===== src/rtl/charge_time_pkg.sv =====
// Package: register map, field layout and carrier types of the charge time unit
`default_nettype none
package charge_time_pkg;
    // Byte addresses of the three control words and the status word on the register bus
    localparam logic [3:0]  CTRL_A_ADDR     = 4'h0;
    localparam logic [3:0]  CTRL_B_ADDR     = 4'h4;
    localparam logic [3:0]  CURR_ADDR       = 4'h8;
    localparam logic [3:0]  STATE_ADDR      = 4'hc;
    // Reset values
    localparam logic [15:0] CTRL_A_RESET    = 16'h0000;
    localparam logic [15:0] CTRL_B_RESET    = 16'h0000;
    localparam logic [15:0] CURR_RESET      = 16'h0000;
    // Control A field positions
    localparam int          UNIT_EN_BIT     = 15;
    localparam int          STOP_IDLE_BIT   = 13;
    localparam int          DELAY_GEN_BIT   = 12;
    localparam int          EDGE_GATE_BIT   = 11;
    localparam int          EDGE_ORDER_BIT  = 10;
    localparam int          DISCHARGE_BIT   = 9;
    localparam int          TRIG_EN_BIT     = 8;
    localparam logic [15:0] CTRL_A_MASK     = 16'hbf00;
    // Control B field positions
    localparam int          E1_MODE_BIT     = 15;
    localparam int          E1_POL_BIT      = 14;
    localparam int          E1_SRC_LSB      = 10;
    localparam int          E2_SEEN_BIT     = 9;
    localparam int          E1_SEEN_BIT     = 8;
    localparam int          E2_MODE_BIT     = 7;
    localparam int          E2_POL_BIT      = 6;
    localparam int          E2_SRC_LSB      = 2;
    localparam logic [15:0] CTRL_B_MASK     = 16'hfffc;
    // Current control field positions
    localparam int          TRIM_LSB        = 10;
    localparam int          RANGE_LSB       = 8;
    localparam logic [15:0] CURR_MASK       = 16'hff00;
    // Edge source codes
    localparam logic [3:0]  E1_SRC_PIN_A    = 4'h3;
    localparam logic [3:0]  E1_SRC_PIN_B    = 4'h2;
    localparam logic [3:0]  E1_SRC_OC1      = 4'h1;
    localparam logic [3:0]  E1_SRC_TIMER    = 4'h0;
    localparam logic [3:0]  E2_SRC_PIN_B    = 4'h3;
    localparam logic [3:0]  E2_SRC_PIN_A    = 4'h2;
    localparam logic [3:0]  E2_SRC_CMP2     = 4'h1;
    localparam logic [3:0]  E2_SRC_IC1      = 4'h0;
    localparam logic [1:0]  AXI_OKAY        = 2'h0;
    localparam logic [1:0]  AXI_SLVERR      = 2'h2;

    typedef enum logic [2:0] {
        PH_IDLE   = 3'b001,
        PH_CHARGE = 3'b010,
        PH_DONE   = 3'b100
    } phase_type;

    // Edge source inputs, all asynchronous to the bus clock
    typedef struct packed {
        logic pin_a;
        logic pin_b;
        logic first_timer;
        logic output_compare_one;
        logic input_capture_one;
        logic comparator2;
    } sources_type;

    // Outputs toward the analog current source and pins
    typedef struct packed {
        logic       source_on;
        logic       discharge;
        logic       route_to_cmp2;
        logic       trigger;
        logic [5:0] trim;
        logic [1:0] range;
    } analog_type;
endpackage
`default_nettype wire


===== src/rtl/charge_time_unit.sv =====
// Charge time unit control: registers, edge sequencing and pulse logic
// Function
// - Bit 15 of control A switches the edge, charge and delay logic on or off; discharge, trim and range ignore it.
// - Bit 13 set stops the unit while the device idles.
// - Bit 12 enables delay generation, routing current to comparator 2 input B.
// - Delay mode charges on edge, pulses output when comparator trips.
// - Bit 11 gates both edge inputs; cleared blocks edges.
// - Bit 10 set accepts edge 2 only after edge 1.
// - Bit 9 grounds the current source output while set.
// - Bit 8 enables the trigger output.
// - Sample mode bits 15 and 7: one edge, zero level sensitive.
// - Polarity bits 14 and 6: one positive, zero negative response.
// - Edge 1 source: 3 pin A, 2 pin B, 1 compare, 0 timer.
// - Edge 2 source: 3 pin B, 2 pin A, 1 comparator, 0 capture.
// - Status bits 9 and 8 show edges seen; software may write them.
// - Six-bit signed trim adjusts current around nominal.
// - Two-bit range: 11 hundredfold, 10 tenfold, 01 base, 00 reserved.
// - Unimplemented bits read as zero.
// - Pulse edges follow the async source, not the clock.
// - Current source runs between edge 1 and edge 2 events.
`default_nettype none
module charge_time_unit
    import charge_time_pkg::*;
(
    input  wire logic                         clk_in,
    input  wire logic                         rst_in,
    input  wire logic                         idle_mode_in,
    input  wire charge_time_pkg::sources_type sources_in,
    input  wire logic                         comparator_trip_in,
    output logic                              source_on_async_out,
    output logic                              delay_pulse_out,
    output charge_time_pkg::analog_type       analog_out,
    // AXI4-Lite slave
    input  wire logic [3:0]                   s_axi_awaddr,
    input  wire logic                         s_axi_awvalid,
    output logic                              s_axi_awready,
    input  wire logic [31:0]                  s_axi_wdata,
    input  wire logic [3:0]                   s_axi_wstrb,
    input  wire logic                         s_axi_wvalid,
    output logic                              s_axi_wready,
    output logic [1:0]                        s_axi_bresp,
    output logic                              s_axi_bvalid,
    input  wire logic                         s_axi_bready,
    input  wire logic [3:0]                   s_axi_araddr,
    input  wire logic                         s_axi_arvalid,
    output logic                              s_axi_arready,
    output logic [31:0]                       s_axi_rdata,
    output logic [1:0]                        s_axi_rresp,
    output logic                              s_axi_rvalid,
    input  wire logic                         s_axi_rready
);
    import charge_time_pkg::*;

    typedef struct packed {
        logic [15:0] ctrl_a;
        logic [15:0] ctrl_b;
        logic [15:0] curr;
        logic [1:0]  e_meta;
        logic [1:0]  e_sync;
        logic [1:0]  e_prev;
        logic [1:0]  trip_sync;
        logic        idle_meta;
        logic        idle_sync;
        phase_type   phase;
        logic        pulse;
        logic [3:0]  aw_addr;
        logic        aw_held;
        logic [31:0] w_data;
        logic [3:0]  w_strb;
        logic        w_held;
        logic        bvalid;
        logic [1:0]  bresp;
        logic        rvalid;
        logic [31:0] rdata;
        logic [1:0]  rresp;
    } state_type;

    state_type state_reg;
    state_type state_next;

    // Edge 1 source multiplexer; reserved codes give a quiet low
    function automatic logic pick_e1(input logic [3:0] sel,
                                     input sources_type s);
        case (sel)
            E1_SRC_PIN_A: pick_e1 = s.pin_a;
            E1_SRC_PIN_B: pick_e1 = s.pin_b;
            E1_SRC_OC1:   pick_e1 = s.output_compare_one;
            E1_SRC_TIMER: pick_e1 = s.first_timer;
            default:      pick_e1 = 1'b0;
        endcase
    endfunction

    function automatic logic pick_e2(input logic [3:0] sel,
                                     input sources_type s);
        case (sel)
            E2_SRC_PIN_B: pick_e2 = s.pin_b;
            E2_SRC_PIN_A: pick_e2 = s.pin_a;
            E2_SRC_CMP2:  pick_e2 = s.comparator2;
            E2_SRC_IC1:   pick_e2 = s.input_capture_one;
            default:      pick_e2 = 1'b0;
        endcase
    endfunction

    // Byte-lane merge of a 16-bit register with a masked write
    function automatic logic [15:0] merge(input logic [15:0] old,
                                          input logic [31:0] data,
                                          input logic [3:0]  strb,
                                          input logic [15:0] mask);
        logic [15:0] v;
        v = old;
        if (strb[0]) v[7:0] = data[7:0];
        if (strb[1]) v[15:8] = data[15:8];
        merge = v & mask;
    endfunction

    ////////////////////////////////////////////////////////////////////
    // Raw edge selection and live analog switch
    logic [1:0]  raw;
    logic [1:0]  pol;
    logic [1:0]  mode;
    logic        running;
    logic        gate;
    logic [1:0]  hit;
    logic        wr_fire;
    logic        rd_fire;
    logic [15:0] wr_b;

    always_comb begin
        raw[0] = pick_e1(state_reg.ctrl_b[E1_SRC_LSB +: 4], sources_in);
        raw[1] = pick_e2(state_reg.ctrl_b[E2_SRC_LSB +: 4], sources_in);
        pol    = {state_reg.ctrl_b[E2_POL_BIT], state_reg.ctrl_b[E1_POL_BIT]};
        mode   = {state_reg.ctrl_b[E2_MODE_BIT], state_reg.ctrl_b[E1_MODE_BIT]};
    end

    // Stopped when disabled, or idling with stop-in-idle set
    assign running = state_reg.ctrl_a[UNIT_EN_BIT]
                   & ~(state_reg.ctrl_a[STOP_IDLE_BIT]
                       & state_reg.idle_sync);
    assign gate = running & state_reg.ctrl_a[EDGE_GATE_BIT];

    // Source on from the live edge-1 level until the live edge-2 level,
    // so pulse width is not quantised to the clock; level sensing only
    assign source_on_async_out = gate
        & ~state_reg.ctrl_a[DISCHARGE_BIT]
        & ((raw[0] ~^ pol[0]) | state_reg.ctrl_b[E1_SEEN_BIT])
        & ~((raw[1] ~^ pol[1]) | state_reg.ctrl_b[E2_SEEN_BIT]);
    // Comparator trip reaches the pin without the clock as well
    assign delay_pulse_out = state_reg.pulse
        | (comparator_trip_in & state_reg.phase == PH_CHARGE
           & state_reg.ctrl_a[DELAY_GEN_BIT]);

    ////////////////////////////////////////////////////////////////////
    // Next-state logic
    always_comb begin
        state_next = state_reg;
        state_next.e_meta    = {raw[1], raw[0]};
        state_next.e_sync    = state_reg.e_meta;
        state_next.e_prev    = state_reg.e_sync;
        state_next.trip_sync = {state_reg.trip_sync[0], comparator_trip_in};
        state_next.idle_meta = idle_mode_in;
        state_next.idle_sync = state_reg.idle_meta;

        for (int i = 0; i < 2; i++) begin
            if (mode[i])
                hit[i] = (state_reg.e_sync[i] ^ state_reg.e_prev[i])
                       & (state_reg.e_sync[i] == pol[i]);
            else
                hit[i] = (state_reg.e_sync[i] == pol[i]);
            hit[i] = hit[i] & gate;
        end
        if (state_reg.ctrl_a[EDGE_ORDER_BIT] & ~state_reg.ctrl_b[E1_SEEN_BIT])
            hit[1] = 1'b0;

        // Sticky status set by hardware
        if (hit[0]) state_next.ctrl_b[E1_SEEN_BIT] = 1'b1;
        if (hit[1]) state_next.ctrl_b[E2_SEEN_BIT] = 1'b1;

        // Delay generation phases
        state_next.pulse = 1'b0;
        case (state_reg.phase)
            PH_IDLE: begin
                if (state_reg.ctrl_a[DELAY_GEN_BIT] & hit[0])
                    state_next.phase = PH_CHARGE;
            end
            PH_CHARGE: begin
                if (~state_reg.ctrl_a[DELAY_GEN_BIT] | ~running)
                    state_next.phase = PH_IDLE;
                else if (state_reg.trip_sync[1]) begin
                    state_next.phase = PH_DONE;
                    state_next.pulse = 1'b1;
                end
            end
            PH_DONE: begin
                if (~state_reg.trip_sync[1])
                    state_next.phase = PH_IDLE;
            end
            default: state_next.phase = PH_IDLE;
        endcase

        // AXI write channel: address and data in either order
        if (s_axi_awvalid & ~state_reg.aw_held) begin
            state_next.aw_held = 1'b1;
            state_next.aw_addr = s_axi_awaddr;
        end
        if (s_axi_wvalid & ~state_reg.w_held) begin
            state_next.w_held = 1'b1;
            state_next.w_data = s_axi_wdata;
            state_next.w_strb = s_axi_wstrb;
        end
        wr_fire = state_reg.aw_held & state_reg.w_held & ~state_reg.bvalid;
        wr_b = merge(state_reg.ctrl_b, state_reg.w_data, state_reg.w_strb,
                     CTRL_B_MASK);
        if (wr_fire) begin
            state_next.aw_held = 1'b0;
            state_next.w_held  = 1'b0;
            state_next.bvalid  = 1'b1;
            state_next.bresp   = AXI_OKAY;
            case (state_reg.aw_addr)
                CTRL_A_ADDR: state_next.ctrl_a = merge(state_reg.ctrl_a,
                    state_reg.w_data, state_reg.w_strb, CTRL_A_MASK);
                CTRL_B_ADDR: begin
                    // A write of the status byte wins over a fresh edge
                    if (state_reg.w_strb[1])
                        state_next.ctrl_b = wr_b;
                    else
                        state_next.ctrl_b = {state_next.ctrl_b[15:8],
                                             wr_b[7:0]};
                end
                CURR_ADDR: state_next.curr = merge(state_reg.curr,
                    state_reg.w_data, state_reg.w_strb, CURR_MASK);
                STATE_ADDR: state_next.bresp = AXI_SLVERR;
                default: state_next.bresp = AXI_SLVERR;
            endcase
        end
        if (state_reg.bvalid & s_axi_bready)
            state_next.bvalid = 1'b0;

        // AXI read channel
        rd_fire = s_axi_arvalid & ~state_reg.rvalid;
        if (rd_fire) begin
            state_next.rvalid = 1'b1;
            state_next.rresp  = AXI_OKAY;
            case (s_axi_araddr)
                CTRL_A_ADDR: state_next.rdata = {16'h0000, state_reg.ctrl_a};
                CTRL_B_ADDR: state_next.rdata = {16'h0000, state_reg.ctrl_b};
                CURR_ADDR:   state_next.rdata = {16'h0000, state_reg.curr};
                STATE_ADDR:  state_next.rdata = {28'h0000000,
                    running, state_reg.phase};
                default: begin
                    state_next.rdata = 32'h00000000;
                    state_next.rresp = AXI_SLVERR;
                end
            endcase
        end
        if (state_reg.rvalid & s_axi_rready)
            state_next.rvalid = 1'b0;
    end

    always_ff @(posedge clk_in) begin
        if (rst_in) begin
            state_reg        <= '0;
            state_reg.ctrl_a <= CTRL_A_RESET;
            state_reg.ctrl_b <= CTRL_B_RESET;
            state_reg.curr   <= CURR_RESET;
            state_reg.phase  <= PH_IDLE;
        end else begin
            state_reg <= state_next;
        end
    end

    ////////////////////////////////////////////////////////////////////
    // Outputs
    assign s_axi_awready = ~state_reg.aw_held;
    assign s_axi_wready  = ~state_reg.w_held;
    assign s_axi_bvalid  = state_reg.bvalid;
    assign s_axi_bresp   = state_reg.bresp;
    assign s_axi_arready = ~state_reg.rvalid;
    assign s_axi_rvalid  = state_reg.rvalid;
    assign s_axi_rdata   = state_reg.rdata;
    assign s_axi_rresp   = state_reg.rresp;

    always_comb begin
        analog_out.source_on     = source_on_async_out;
        analog_out.discharge     = state_reg.ctrl_a[DISCHARGE_BIT];
        analog_out.route_to_cmp2 = running
                                 & state_reg.ctrl_a[DELAY_GEN_BIT];
        analog_out.trigger       = running
                                 & state_reg.ctrl_a[TRIG_EN_BIT]
                                 & state_reg.ctrl_b[E2_SEEN_BIT];
        analog_out.trim          = state_reg.curr[TRIM_LSB +: 6];
        analog_out.range         = state_reg.curr[RANGE_LSB +: 2];
    end

    ////////////////////////////////////////////////////////////////////
    // Checks
    chk_disabled_no_edge: assert property (@(posedge clk_in) disable iff (rst_in)
        !$past(state_reg.ctrl_a[UNIT_EN_BIT]) && !$past(rst_in)
        && !$past(wr_fire) |-> $stable(state_reg.ctrl_b[9:8]))
        else $error("edge status moved while unit disabled");
    chk_order_edge2: assert property (@(posedge clk_in) disable iff (rst_in)
        state_reg.ctrl_a[EDGE_ORDER_BIT] && !state_reg.ctrl_b[E1_SEEN_BIT]
        && !wr_fire |=> !$rose(state_reg.ctrl_b[E2_SEEN_BIT]))
        else $error("edge 2 accepted before edge 1");
    chk_sticky_seen: assert property (@(posedge clk_in) disable iff (rst_in)
        state_reg.ctrl_b[E1_SEEN_BIT] && !wr_fire
        |=> state_reg.ctrl_b[E1_SEEN_BIT])
        else $error("edge 1 status dropped without a write");
    chk_gate_blocks: assert property (@(posedge clk_in) disable iff (rst_in)
        !state_reg.ctrl_a[EDGE_GATE_BIT] && !wr_fire
        |=> $stable(state_reg.ctrl_b[9:8]))
        else $error("edge passed while edges blocked");
    chk_pulse_after_trip: assert property (@(posedge clk_in) disable iff (rst_in)
        state_reg.phase == PH_CHARGE && state_reg.trip_sync[1]
        && running && state_reg.ctrl_a[DELAY_GEN_BIT]
        |=> state_reg.pulse ##1 !state_reg.pulse)
        else $error("delay pulse missing after trip");
    chk_discharge_pin: assert property (@(posedge clk_in) disable iff (rst_in)
        analog_out.discharge |-> !source_on_async_out)
        else $error("source on while grounded");
    chk_unused_zero: assert property (@(posedge clk_in) disable iff (rst_in)
        (state_reg.ctrl_a & ~CTRL_A_MASK) == 16'h0000
        && state_reg.ctrl_b[1:0] == 2'h0 && state_reg.curr[7:0] == 8'h00)
        else $error("unimplemented bits set");
    chk_read_answer: assert property (@(posedge clk_in) disable iff (rst_in)
        rd_fire |=> s_axi_rvalid)
        else $error("read not answered next cycle");
endmodule
`default_nettype wire


===== config.mk =====
export PLATFORM = sky130hd
export DESIGN_NAME = charge_time_unit
export DESIGN_NICKNAME = d
export VERILOG_FILES = /design/src/rtl/charge_time_pkg.sv /design/src/rtl/charge_time_unit.sv
export SDC_FILE = /design/constraint.sdc
export NUM_CORES = 1
export LEC_CHECK = 0
export ABC_AREA = 1
export BUFFER_PORTS_ARGS = -buffer_cell sky130_fd_sc_hd__buf_2
export CAP_MARGIN = 30
export CORE_MARGIN = 5
export CORE_UTILIZATION = 50
export DETAILED_ROUTE_END_ITERATION = 10
export GPL_TIMING_DRIVEN = 1
export PLACE_DENSITY = 0.79
export REMOVE_ABC_BUFFERS = 1
export SLEW_MARGIN = 0
export SYNTH_ARGS = -nofsm -noshare
export SYNTH_HDL_FRONTEND = slang
export SYNTH_SLANG_ARGS = --single-unit
export TNS_END_PERCENT = 20

===== constraint.sdc =====
create_clock -name clk_in -period 2 [get_ports clk_in]
set_clock_uncertainty 0.15 [all_clocks]
set_input_delay 0.4 -clock clk_in [delete_from_list [all_inputs] [get_ports clk_in]]
set_output_delay 0.4 -clock clk_in [all_outputs]
set_load 0.1 [all_outputs]

Word-level counts from Yosys, hierarchy flattened
Index checks and enable logic that the tools add are counted.

operators by class
  eq/ne operators = 19
  muxes and demuxes = 21
  bitwise logic cells = 43
  reductions and logical operators = 15

operators with widths
  operator                                             number
  one-hot mux 16 bit (4 select lines)                  1
  two-way mux 26 bit                                   1
  bitwise AND 1 bit                                    24
  two-way mux 10 bit                                   2
  equality test 4 x 2 -> 1 bit, second input constant  4
  zero test 4 bit                                      4
  two-way mux 16 bit                                   1
  two-way mux 8 bit                                    2
  equality test 4 bit, second input constant           3
  AND reduction 3 bit                                  4
  NOT 1 bit                                            11
  two-way mux 3 bit                                    3
  one-hot mux 3 bit (3 select lines)                   1
  equality test 4 x 1 -> 1 bit, second input constant  2
  equality test 4 x 3 -> 1 bit, second input constant  2
  one-hot mux 1 bit (4 select lines)                   2
  OR reduction 2 bit                                   3
  OR reduction 3 bit                                   2
  two-way mux 1 bit                                    5
  two-way mux 2 bit                                    2
  two-way mux 4 bit                                    1
  inequality test 2 bit, second input constant         2
  bitwise OR 1 bit                                     4
  OR reduction 4 bit                                   1
  8 further kinds                                      11

word-level totals
  bits in registers = 107
  input port bits = 59
  output and inout port bits = 55
  logic and storage cells = 121

Logic depth before layout (Yosys ltp)
Gate-level depths: netlist of the first run.

  depth after elaboration = 10
  mapped depth = 9
  depth with buffers taken out = 8

Worst setup path after synthesis of the first run
Ideal clock, no wire load.

  kind = reg-to-output
  from = reg state_reg[139] (netlist bit)
  to = out analog_out[11] (netlist bit)
  arrival time = 2.551 ns
  data required time = 1.450 ns
  setup slack = -1.101 ns
  stages on the path, launching flop included = 9
  path buffers = 1
  cells stage by stage = dfxtp_1 nand2_1 nand2_1 inv_1 nand2_1 nor3_1 nand3_1 nor2_1 buf_4

between the ends
  cells in the longest elaborated chain, start to end = 7

ends and longest elaborated chain
  element                 line                     RTL
  from (decl)             charge_time_unit.sv:78   state_type state_reg;
  from (signal assigned)  charge_time_unit.sv:267  state_reg <= state_next;
  bitwise AND 1 bit       charge_time_unit.sv:138  & state_reg.idle_sync);
  NOT 1 bit               charge_time_unit.sv:137  & ~(state_reg.ctrl_a[STOP_IDLE_BIT]
  bitwise AND 1 bit       charge_time_unit.sv:137
  bitwise AND 1 bit       charge_time_unit.sv:139  assign gate = running & state_reg.ctrl_a[EDGE_GATE_BIT];
  bitwise AND 1 bit       charge_time_unit.sv:144  & ~state_reg.ctrl_a[DISCHARGE_BIT]
  bitwise AND 1 bit       charge_time_unit.sv:145  & ((raw[0] ~^ pol[0]) | state_reg.ctrl_b[E1_SEEN_BIT])
  bitwise AND 1 bit       charge_time_unit.sv:146  & ~((raw[1] ~^ pol[1]) | state_reg.ctrl_b[E2_SEEN_BIT]);
  to (decl)               charge_time_unit.sv:32   output charge_time_pkg::analog_type analog_out,

Every way passes these cells.

Worst setup path in the final report of the first run
  from = reg state_reg[139] (netlist bit)
  to = out source_on_async_out

between the ends
  cells in the longest elaborated chain, start to end = 7

ends and longest elaborated chain
  element            line                     RTL
  bitwise AND 1 bit  charge_time_unit.sv:138
  NOT 1 bit          charge_time_unit.sv:137
  bitwise AND 1 bit  charge_time_unit.sv:137
  bitwise AND 1 bit  charge_time_unit.sv:139
  bitwise AND 1 bit  charge_time_unit.sv:144
  bitwise AND 1 bit  charge_time_unit.sv:145
  bitwise AND 1 bit  charge_time_unit.sv:146
  to (decl)          charge_time_unit.sv:30   output logic source_on_async_out,

Every way passes these cells.

==> impl_metrics.env, run 1 <==
export IMPL_drt_initial_drc_count=222
export IMPL_ios=114
export IMPL_ys_types=31
export IMPL_ys_ff_latch=85
export IMPL_status="finished, violations left"
export IMPL_yosys_area_share_xor_xnor_pct=0.457
export IMPL_antenna_cells=0
export IMPL_portBuffers=75
export IMPL_multi_input_area_mm2=0.00167
export IMPL_p_seq_share_pct=50.7
export IMPL_dp_cells=662
export IMPL_synth_mux_area_share_pct=0
export IMPL_power_frac_comb_pct=16.4
export IMPL_p_per_area_mw_per_mm2=801
export IMPL_highest_layer="met4"
export IMPL_regArea_mm2=0.00171
export IMPL_startpoint="state_reg[139]"
export IMPL_overflow=0
export IMPL_met3_length_um=515
export IMPL_postCtsHoldBufs=0
export IMPL_finalSetupViolations=2
export IMPL_wl_mm=9.00
export IMPL_synth_compound_area_share_pct=12.9
export IMPL_wl_met1_mm=4.01
export IMPL_fmax_mhz=461
export IMPL_p_clk_share_pct=32.8
export IMPL_netlist_instances=520
export IMPL_grt_use_total_pct=18.0
export IMPL_die_area_mm2=0.00951
export IMPL_async_flop_share_pct=0
export IMPL_antenna_found_initial=0
export IMPL_rsz0062_at_grt="yes"
export IMPL_drv_cap=0
export IMPL_synth_top_family_by_area="simple AND/OR/NAND/NOR gates"
export IMPL_critPathCaptureType="output port"
export IMPL_clockBufferDepth=2
export IMPL_die_h_um=97.5
export IMPL_synth_ff_type="dfxtp_1"
export IMPL_worst_slack_ns=-0.168
export IMPL_fillCellCount=728
export IMPL_p_leak_nw=1.99
export IMPL_r2r_start="state_reg[78]"
export IMPL_violations="negative setup slack"
export IMPL_hpwlAfterDp_mm=6.51
export IMPL_path_clk_slew_ns=0.08
export IMPL_largest_reg_flops=42
export IMPL_start_util_pct=50.4
export IMPL_cts_sinks=85
export IMPL_synth_fa_ha_area_share_pct=0
export IMPL_irDropWorstVdd_mv=0.472
export IMPL_maxSlewViolCount=0
export IMPL_pre_cts_slack_ns=0.0515
export IMPL_fin_cells=681
export IMPL_wl_per_cell_um=13.2
export IMPL_grt_pass1_wl_mm=14.2
export IMPL_internal_power_mw=2.44
export IMPL_place_gp_congestion=0.847
export IMPL_met2_length_mm=4.33
export IMPL_worstHoldPathType="in -> reg"
export IMPL_detail_route_antenna_nets=0
export IMPL_synth_area_per_cell_um2=7.37
export IMPL_crit_fanout=2
export IMPL_cts_tree="built"
export IMPL_drive_gt1_share_pct=23.8
export IMPL_fin_crit_ns=2.17
export IMPL_syn2layout_area_growth_pct=15.8
export IMPL_startpoint_type="flop"
export IMPL_grt_pass1_vias=3128
export IMPL_syn_cell_area_mm2=0.00383
export IMPL_viasPerCell=5.06
export IMPL_clock_root_buffer="clkbuf_8"
export IMPL_die_x_um=97.5
export IMPL_cts_made_buffers=9
export IMPL_grt_max_degree=49
export IMPL_hp_start="s_axi_bready"
export IMPL_timing_final_crit_share_pct=108
export IMPL_yosys_warnings=0
export IMPL_finalHoldViolations=0
export IMPL_vias=3449
export IMPL_insertion_delay_ns=0.35
export IMPL_synthSimpleGateAreaFrac_pct=26.3
export IMPL_ys_seq_area_share_pct=44.4
export IMPL_p_sw_mw=1.11
export IMPL_netSwitchingFraction_pct=31.2
export IMPL_firstDrtPassIters=4
export IMPL_critPathRequiredTime_ns=1.45
export IMPL_worstSetupPathType="reg -> out"
export IMPL_h_tree_depth=3
export IMPL_nets=633
export IMPL_synth_edff_count=0
export IMPL_core_area_mm2=0.00761
export IMPL_row_count=32
export IMPL_post_route_drc_count=0
export IMPL_cp_arrival_ns=1.62
==> cells in the mapped netlist, types with 2 or more instances <==
cell type | number | share of area (%)
inv_2 | 2 | 0.20
nand2_2 | 2 | 0.33
o21ai_0 | 39 | 5.1
clkbuf_1 | 6 | 0.59
nand3_1 | 40 | 5.2
buf_4 | 47 | 9.2
a21oi_1 | 48 | 6.3
nor3_2 | 3 | 0.78
nand2_1 | 76 | 7.4
dfxtp_1 | 85 | 44
buf_2 | 8 | 1.0
inv_1 | 42 | 4.1
nor3_1 | 3 | 0.39
buf_1 | 3 | 0.29
clkinv_1 | 2 | 0.20
nor2_1 | 76 | 7.4
o21ai_1 | 6 | 0.78
nand4_1 | 19 | 3.1
==> what timing repair did <==
item | in CTS | in global routing
buffers inserted | 2 | 1
pin swaps | 3 | 6
endpoints found under the setup margin | 5 | 5
resized for setup | 10 | 19
==> stage by stage <==
| step | power, mW | utilization [%] | TNS [ns] | area, um^2 | hold slack [ns] |
|---|---|---|---|---|---|
| floorplan | 2.27 | - | -12.27 | 3460 | 0.238 |
| global placement | 2.40 | 54.2 | 0 | 4120 | 0.244 |
| detailed placement | 2.42 | 54.2 | 0 | 4120 | 0.249 |
| CTS | 3.57 | 57.2 | -0.426 | 4350 | 0.0616 |
| global route | 3.68 | 58.3 | -0.536 | 4440 | 0.0683 |
| finish | 3.55 | 58.3 | -0.334 | 4440 | 0.0709 |
==> routing by layer <==
| metal | track usage, % | vias up |
|---|---|---|
| met2 | 30.2 | 117 |
| met1 | 22.5 | 1581 |
| li1 | - | 1737 |
| met4 | 5.86 | 0 |
| met5 | 0 | - |
| met3 | 4.81 | 14 |
==> power by group through the flow <==
stage / sequential [mW] / clock [mW] / combinational [mW]
floorplan: 1.93 / 0 / 0.343
global placement: 1.84 / 0 / 0.568
detailed placement: 1.84 / 0 / 0.577
CTS: 1.80 / 1.19 / 0.580
global route: 1.81 / 1.24 / 0.627
finish: 1.80 / 1.17 / 0.583
==> cells in the final DEF (no fill, tap or decap), types with 4 or more instances in the layout <==
cell | synthesis | layout
a21oi_1 | 48 | 48
buf_12 | 0 | 4
buf_2 | 8 | 70
buf_4 | 47 | 15
clkbuf_8 | 0 | 9
conb_1 | 1 | 18
dfxtp_1 | 85 | 79
dfxtp_2 | 0 | 5
inv_1 | 42 | 41
nand2_1 | 76 | 73
nand2_2 | 2 | 4
nand3_1 | 40 | 35
nand3_2 | 0 | 5
nand4_1 | 19 | 19
nor2_1 | 76 | 73
o21ai_0 | 39 | 39
o21ai_1 | 6 | 6
==> path summary, 6_finish.rpt <==
kind	to	slack (ns)	cells past startpoint
setup reg to reg	flop	0.44	5
hold reg to reg	state_reg[84]	0.26	2
hold / removal	s_axi_bvalid	0.07	2
setup / recovery	source_on_async_out	-0.17	9
==> worst max-delay path, stage by stage, from the launching register on <==
cell and delay [ns]:
dfxtp_2 0.34, nand2_2 0.05, nand2_2 0.07, inv_2 0.08, nand2_4 0.06, nor3_4 0.13
nand3_2 0.11, nor2_4 0.12, buf_6 0.12, buf_12 0.16
==> final cells by class <==
| type | count | share of cell area, % |
|---|---|---|
| Clock buffer | 10 | 2.88 |
| Inverter | 46 | 3.89 |
| Tap cell | 102 | 2.88 |
| Clock inverter | 6 | 1.44 |
| Multi-Input combinational cell | 341 | 37.6 |
| Timing Repair Buffer | 91 | 12.8 |
| Sequential cell | 85 | 38.6 |
==> cell families (layout without fill, tap and decap cells) <==
group / Yosys count / count (layout)
AOI/OAI and AO/OA: 97 / 97
xor gates and xnor gates: 2 / 2
buffers and inverters: 111 / 153
DFF: 85 / 85
other: 1 / 18
and+or+nand+nor: 224 / 224
No activity file was read; power rests on OpenSTA's default activity.
==> run 2: changes to the inputs <==
- PLACE_DENSITY: 0.79 -> 0.85
==> impl_metrics.env, run 2 (same netlist as run 1, synthesis figures left out) <==
export IMPL_fillCellCount=677
export IMPL_timing_final_crit_share_pct=107
export IMPL_post_route_drc_count=0
export IMPL_cts_made_buffers=9
export IMPL_path_clk_slew_ns=0.09
export IMPL_worst_slack_ns=-0.150
export IMPL_layout_common_cells="79 x dfxtp_1, 74 x nand2_1, 73 x nor2_1"
export IMPL_die_area_mm2=0.00951
export IMPL_insertion_delay_ns=0.36
export IMPL_detail_route_antenna_nets=0
export IMPL_drive_gt1_share_pct=24.2
export IMPL_overflow=0
export IMPL_fmax_mhz=465
export IMPL_fin_crit_ns=2.15
export IMPL_pre_cts_slack_ns=0.0784
export IMPL_finalHoldViolations=0
export IMPL_hp_start="s_axi_bready"
export IMPL_portBuffers=75
export IMPL_setup_tns_ns=-0.299
export IMPL_rrSetupSlack_ns=0.38
export IMPL_place_gp_congestion=0.894
export IMPL_reg2reg_depth=6
export IMPL_crit_fanout=4
export IMPL_largest_reg_flops=42
export IMPL_die_h_um=97.5
export IMPL_violations="negative setup slack"
export IMPL_dpl_cell_area_mm2=0.00414
export IMPL_path_buf_inv=4
export IMPL_firstDrtPassIters=4
export IMPL_worstMarginPinSlew_ns=0.557
export IMPL_clock_root_buffer="clkbuf_8"
export IMPL_grt_pass1_vias=3352
export IMPL_core_area_mm2=0.00761
export IMPL_hold_depth=2
export IMPL_nets=633
export IMPL_ios=114
export IMPL_maxSlewViolCount=0
export IMPL_wl_per_cell_um=13.5
export IMPL_finish_instance_area_mm2=0.00444
export IMPL_irDropWorstVdd_mv=0.410
export IMPL_critPathRequiredTime_ns=1.45
export IMPL_layout_commonest_cell="dfxtp_1"
export IMPL_syn2layout_area_growth_pct=15.8
export IMPL_cts_tree="built"
export IMPL_grt_use_total_pct=19.2
export IMPL_finalSetupViolations=2
export IMPL_status="finished, violations left"
export IMPL_grt_pass1_wl_mm=15.1
export IMPL_cpPeakStageDelay_ns=0.38
export IMPL_vias=3467
export IMPL_antenna_found_initial=0
export IMPL_worstPathCellList="inv_2 -> nand2_1 -> nand3_2 -> nand3_2 -> nand2_1 -> inv_1 -> nor2_1 -> nor2_1 -> buf_4 -> buf_12"
export IMPL_hold_end="s_axi_bvalid"
export IMPL_cp_arrival_ns=1.60
export IMPL_wl_mm=9.17
export IMPL_regArea_mm2=0.00171
export IMPL_worstSetupPathType="reg -> out"
export IMPL_fin_cells=681
export IMPL_holdWs_ns=0.0789
export IMPL_drv_cap=0
export IMPL_h_tree_depth=3
export IMPL_critPathCaptureType="output port"
export IMPL_power_mw=3.64
export IMPL_p_leak_nw=2.00
export IMPL_worstHoldPathType="in -> reg"
export IMPL_cp_slowest_cell="dfxtp_4"
export IMPL_p_per_area_mw_per_mm2=821
export IMPL_startpoint_type="flop"
export IMPL_clockBufferDepth=2
export IMPL_dp_cells=662
export IMPL_die_x_um=97.5
export IMPL_finish_utilization_pct=58.3
export IMPL_viasPerCell=5.09
export IMPL_multi_input_area_mm2=0.00164
export IMPL_antenna_cells=0
export IMPL_drt_initial_drc_count=212
export IMPL_cts_sinks=85
export IMPL_hpwlAfterDp_mm=6.71
export IMPL_cp_top_family="simple AND/OR/NAND/NOR gates"
export IMPL_grt_max_degree=37
export IMPL_rsz0062_at_grt="yes"
export IMPL_r2r_start="state_reg[79]"
export IMPL_start_util_pct=50.4
export IMPL_row_count=32
export IMPL_maxSlewHeadroom_pct=62.6
run 2: cell count changes in the layout (fill, tap and decap cells not counted), sizes merged:
cell and delta:
inv +2, clkinvlp -2
run 2: where the power goes:
group / switching [mW] / internal [mW] / total (mW)
logic: 0.468 / 0.118 / 0.586
registers: 0.0456 / 1.75 / 1.80
clock network: 0.636 / 0.622 / 1.26
total: 1.15 / 2.49 / 3.64
run 2: timing repair:
item                       CTS  global route
hold buffers                 0             0
pin swaps                    3             2
setup buffers                3             0
setup endpoints to repair    4             4
gates resized for setup     12            14
run 2: worst max-delay path by stage:
stage / cells after the start / from / slack [ns] / to
after global placement: 10 / sources_in[2] / 0.1 / source_on_async_out
after floorplan: 3 / analog_out[10] / -2.06 / analog_out[11]
after global routing: 9 / flop / -0.24 / analog_out[11]
after CTS: 9 / state_reg[139] / -0.20 / analog_out[11]
final: 10 / state_reg[120] / -0.15 / analog_out[11]
after detailed placement: 10 / sources_in[2] / 0.08 / analog_out[11]
run 2: final cells by class:
type	instances	area share, %
clock buffers	10	3.10
clock inverters	6	1.58
inverters	46	3.89
multi-input cells	341	37.0
flip-flops and latches	85	38.6
well taps	102	2.88
repair buffers	91	12.9
run 2: per-layer routing:
metal | part of all wire, % | global-route usage, % | up-vias | routed length, um
li1 | - | - | 1740 | -
met1 | 43 | 23.6 | 1581 | 3950
met2 | 48 | 32.2 | 136 | 4390
met3 | 7.9 | 4.74 | 10 | 728
met4 | 1.1 | 7.56 | 0 | 101
met5 | 0 | 0 | - | 0
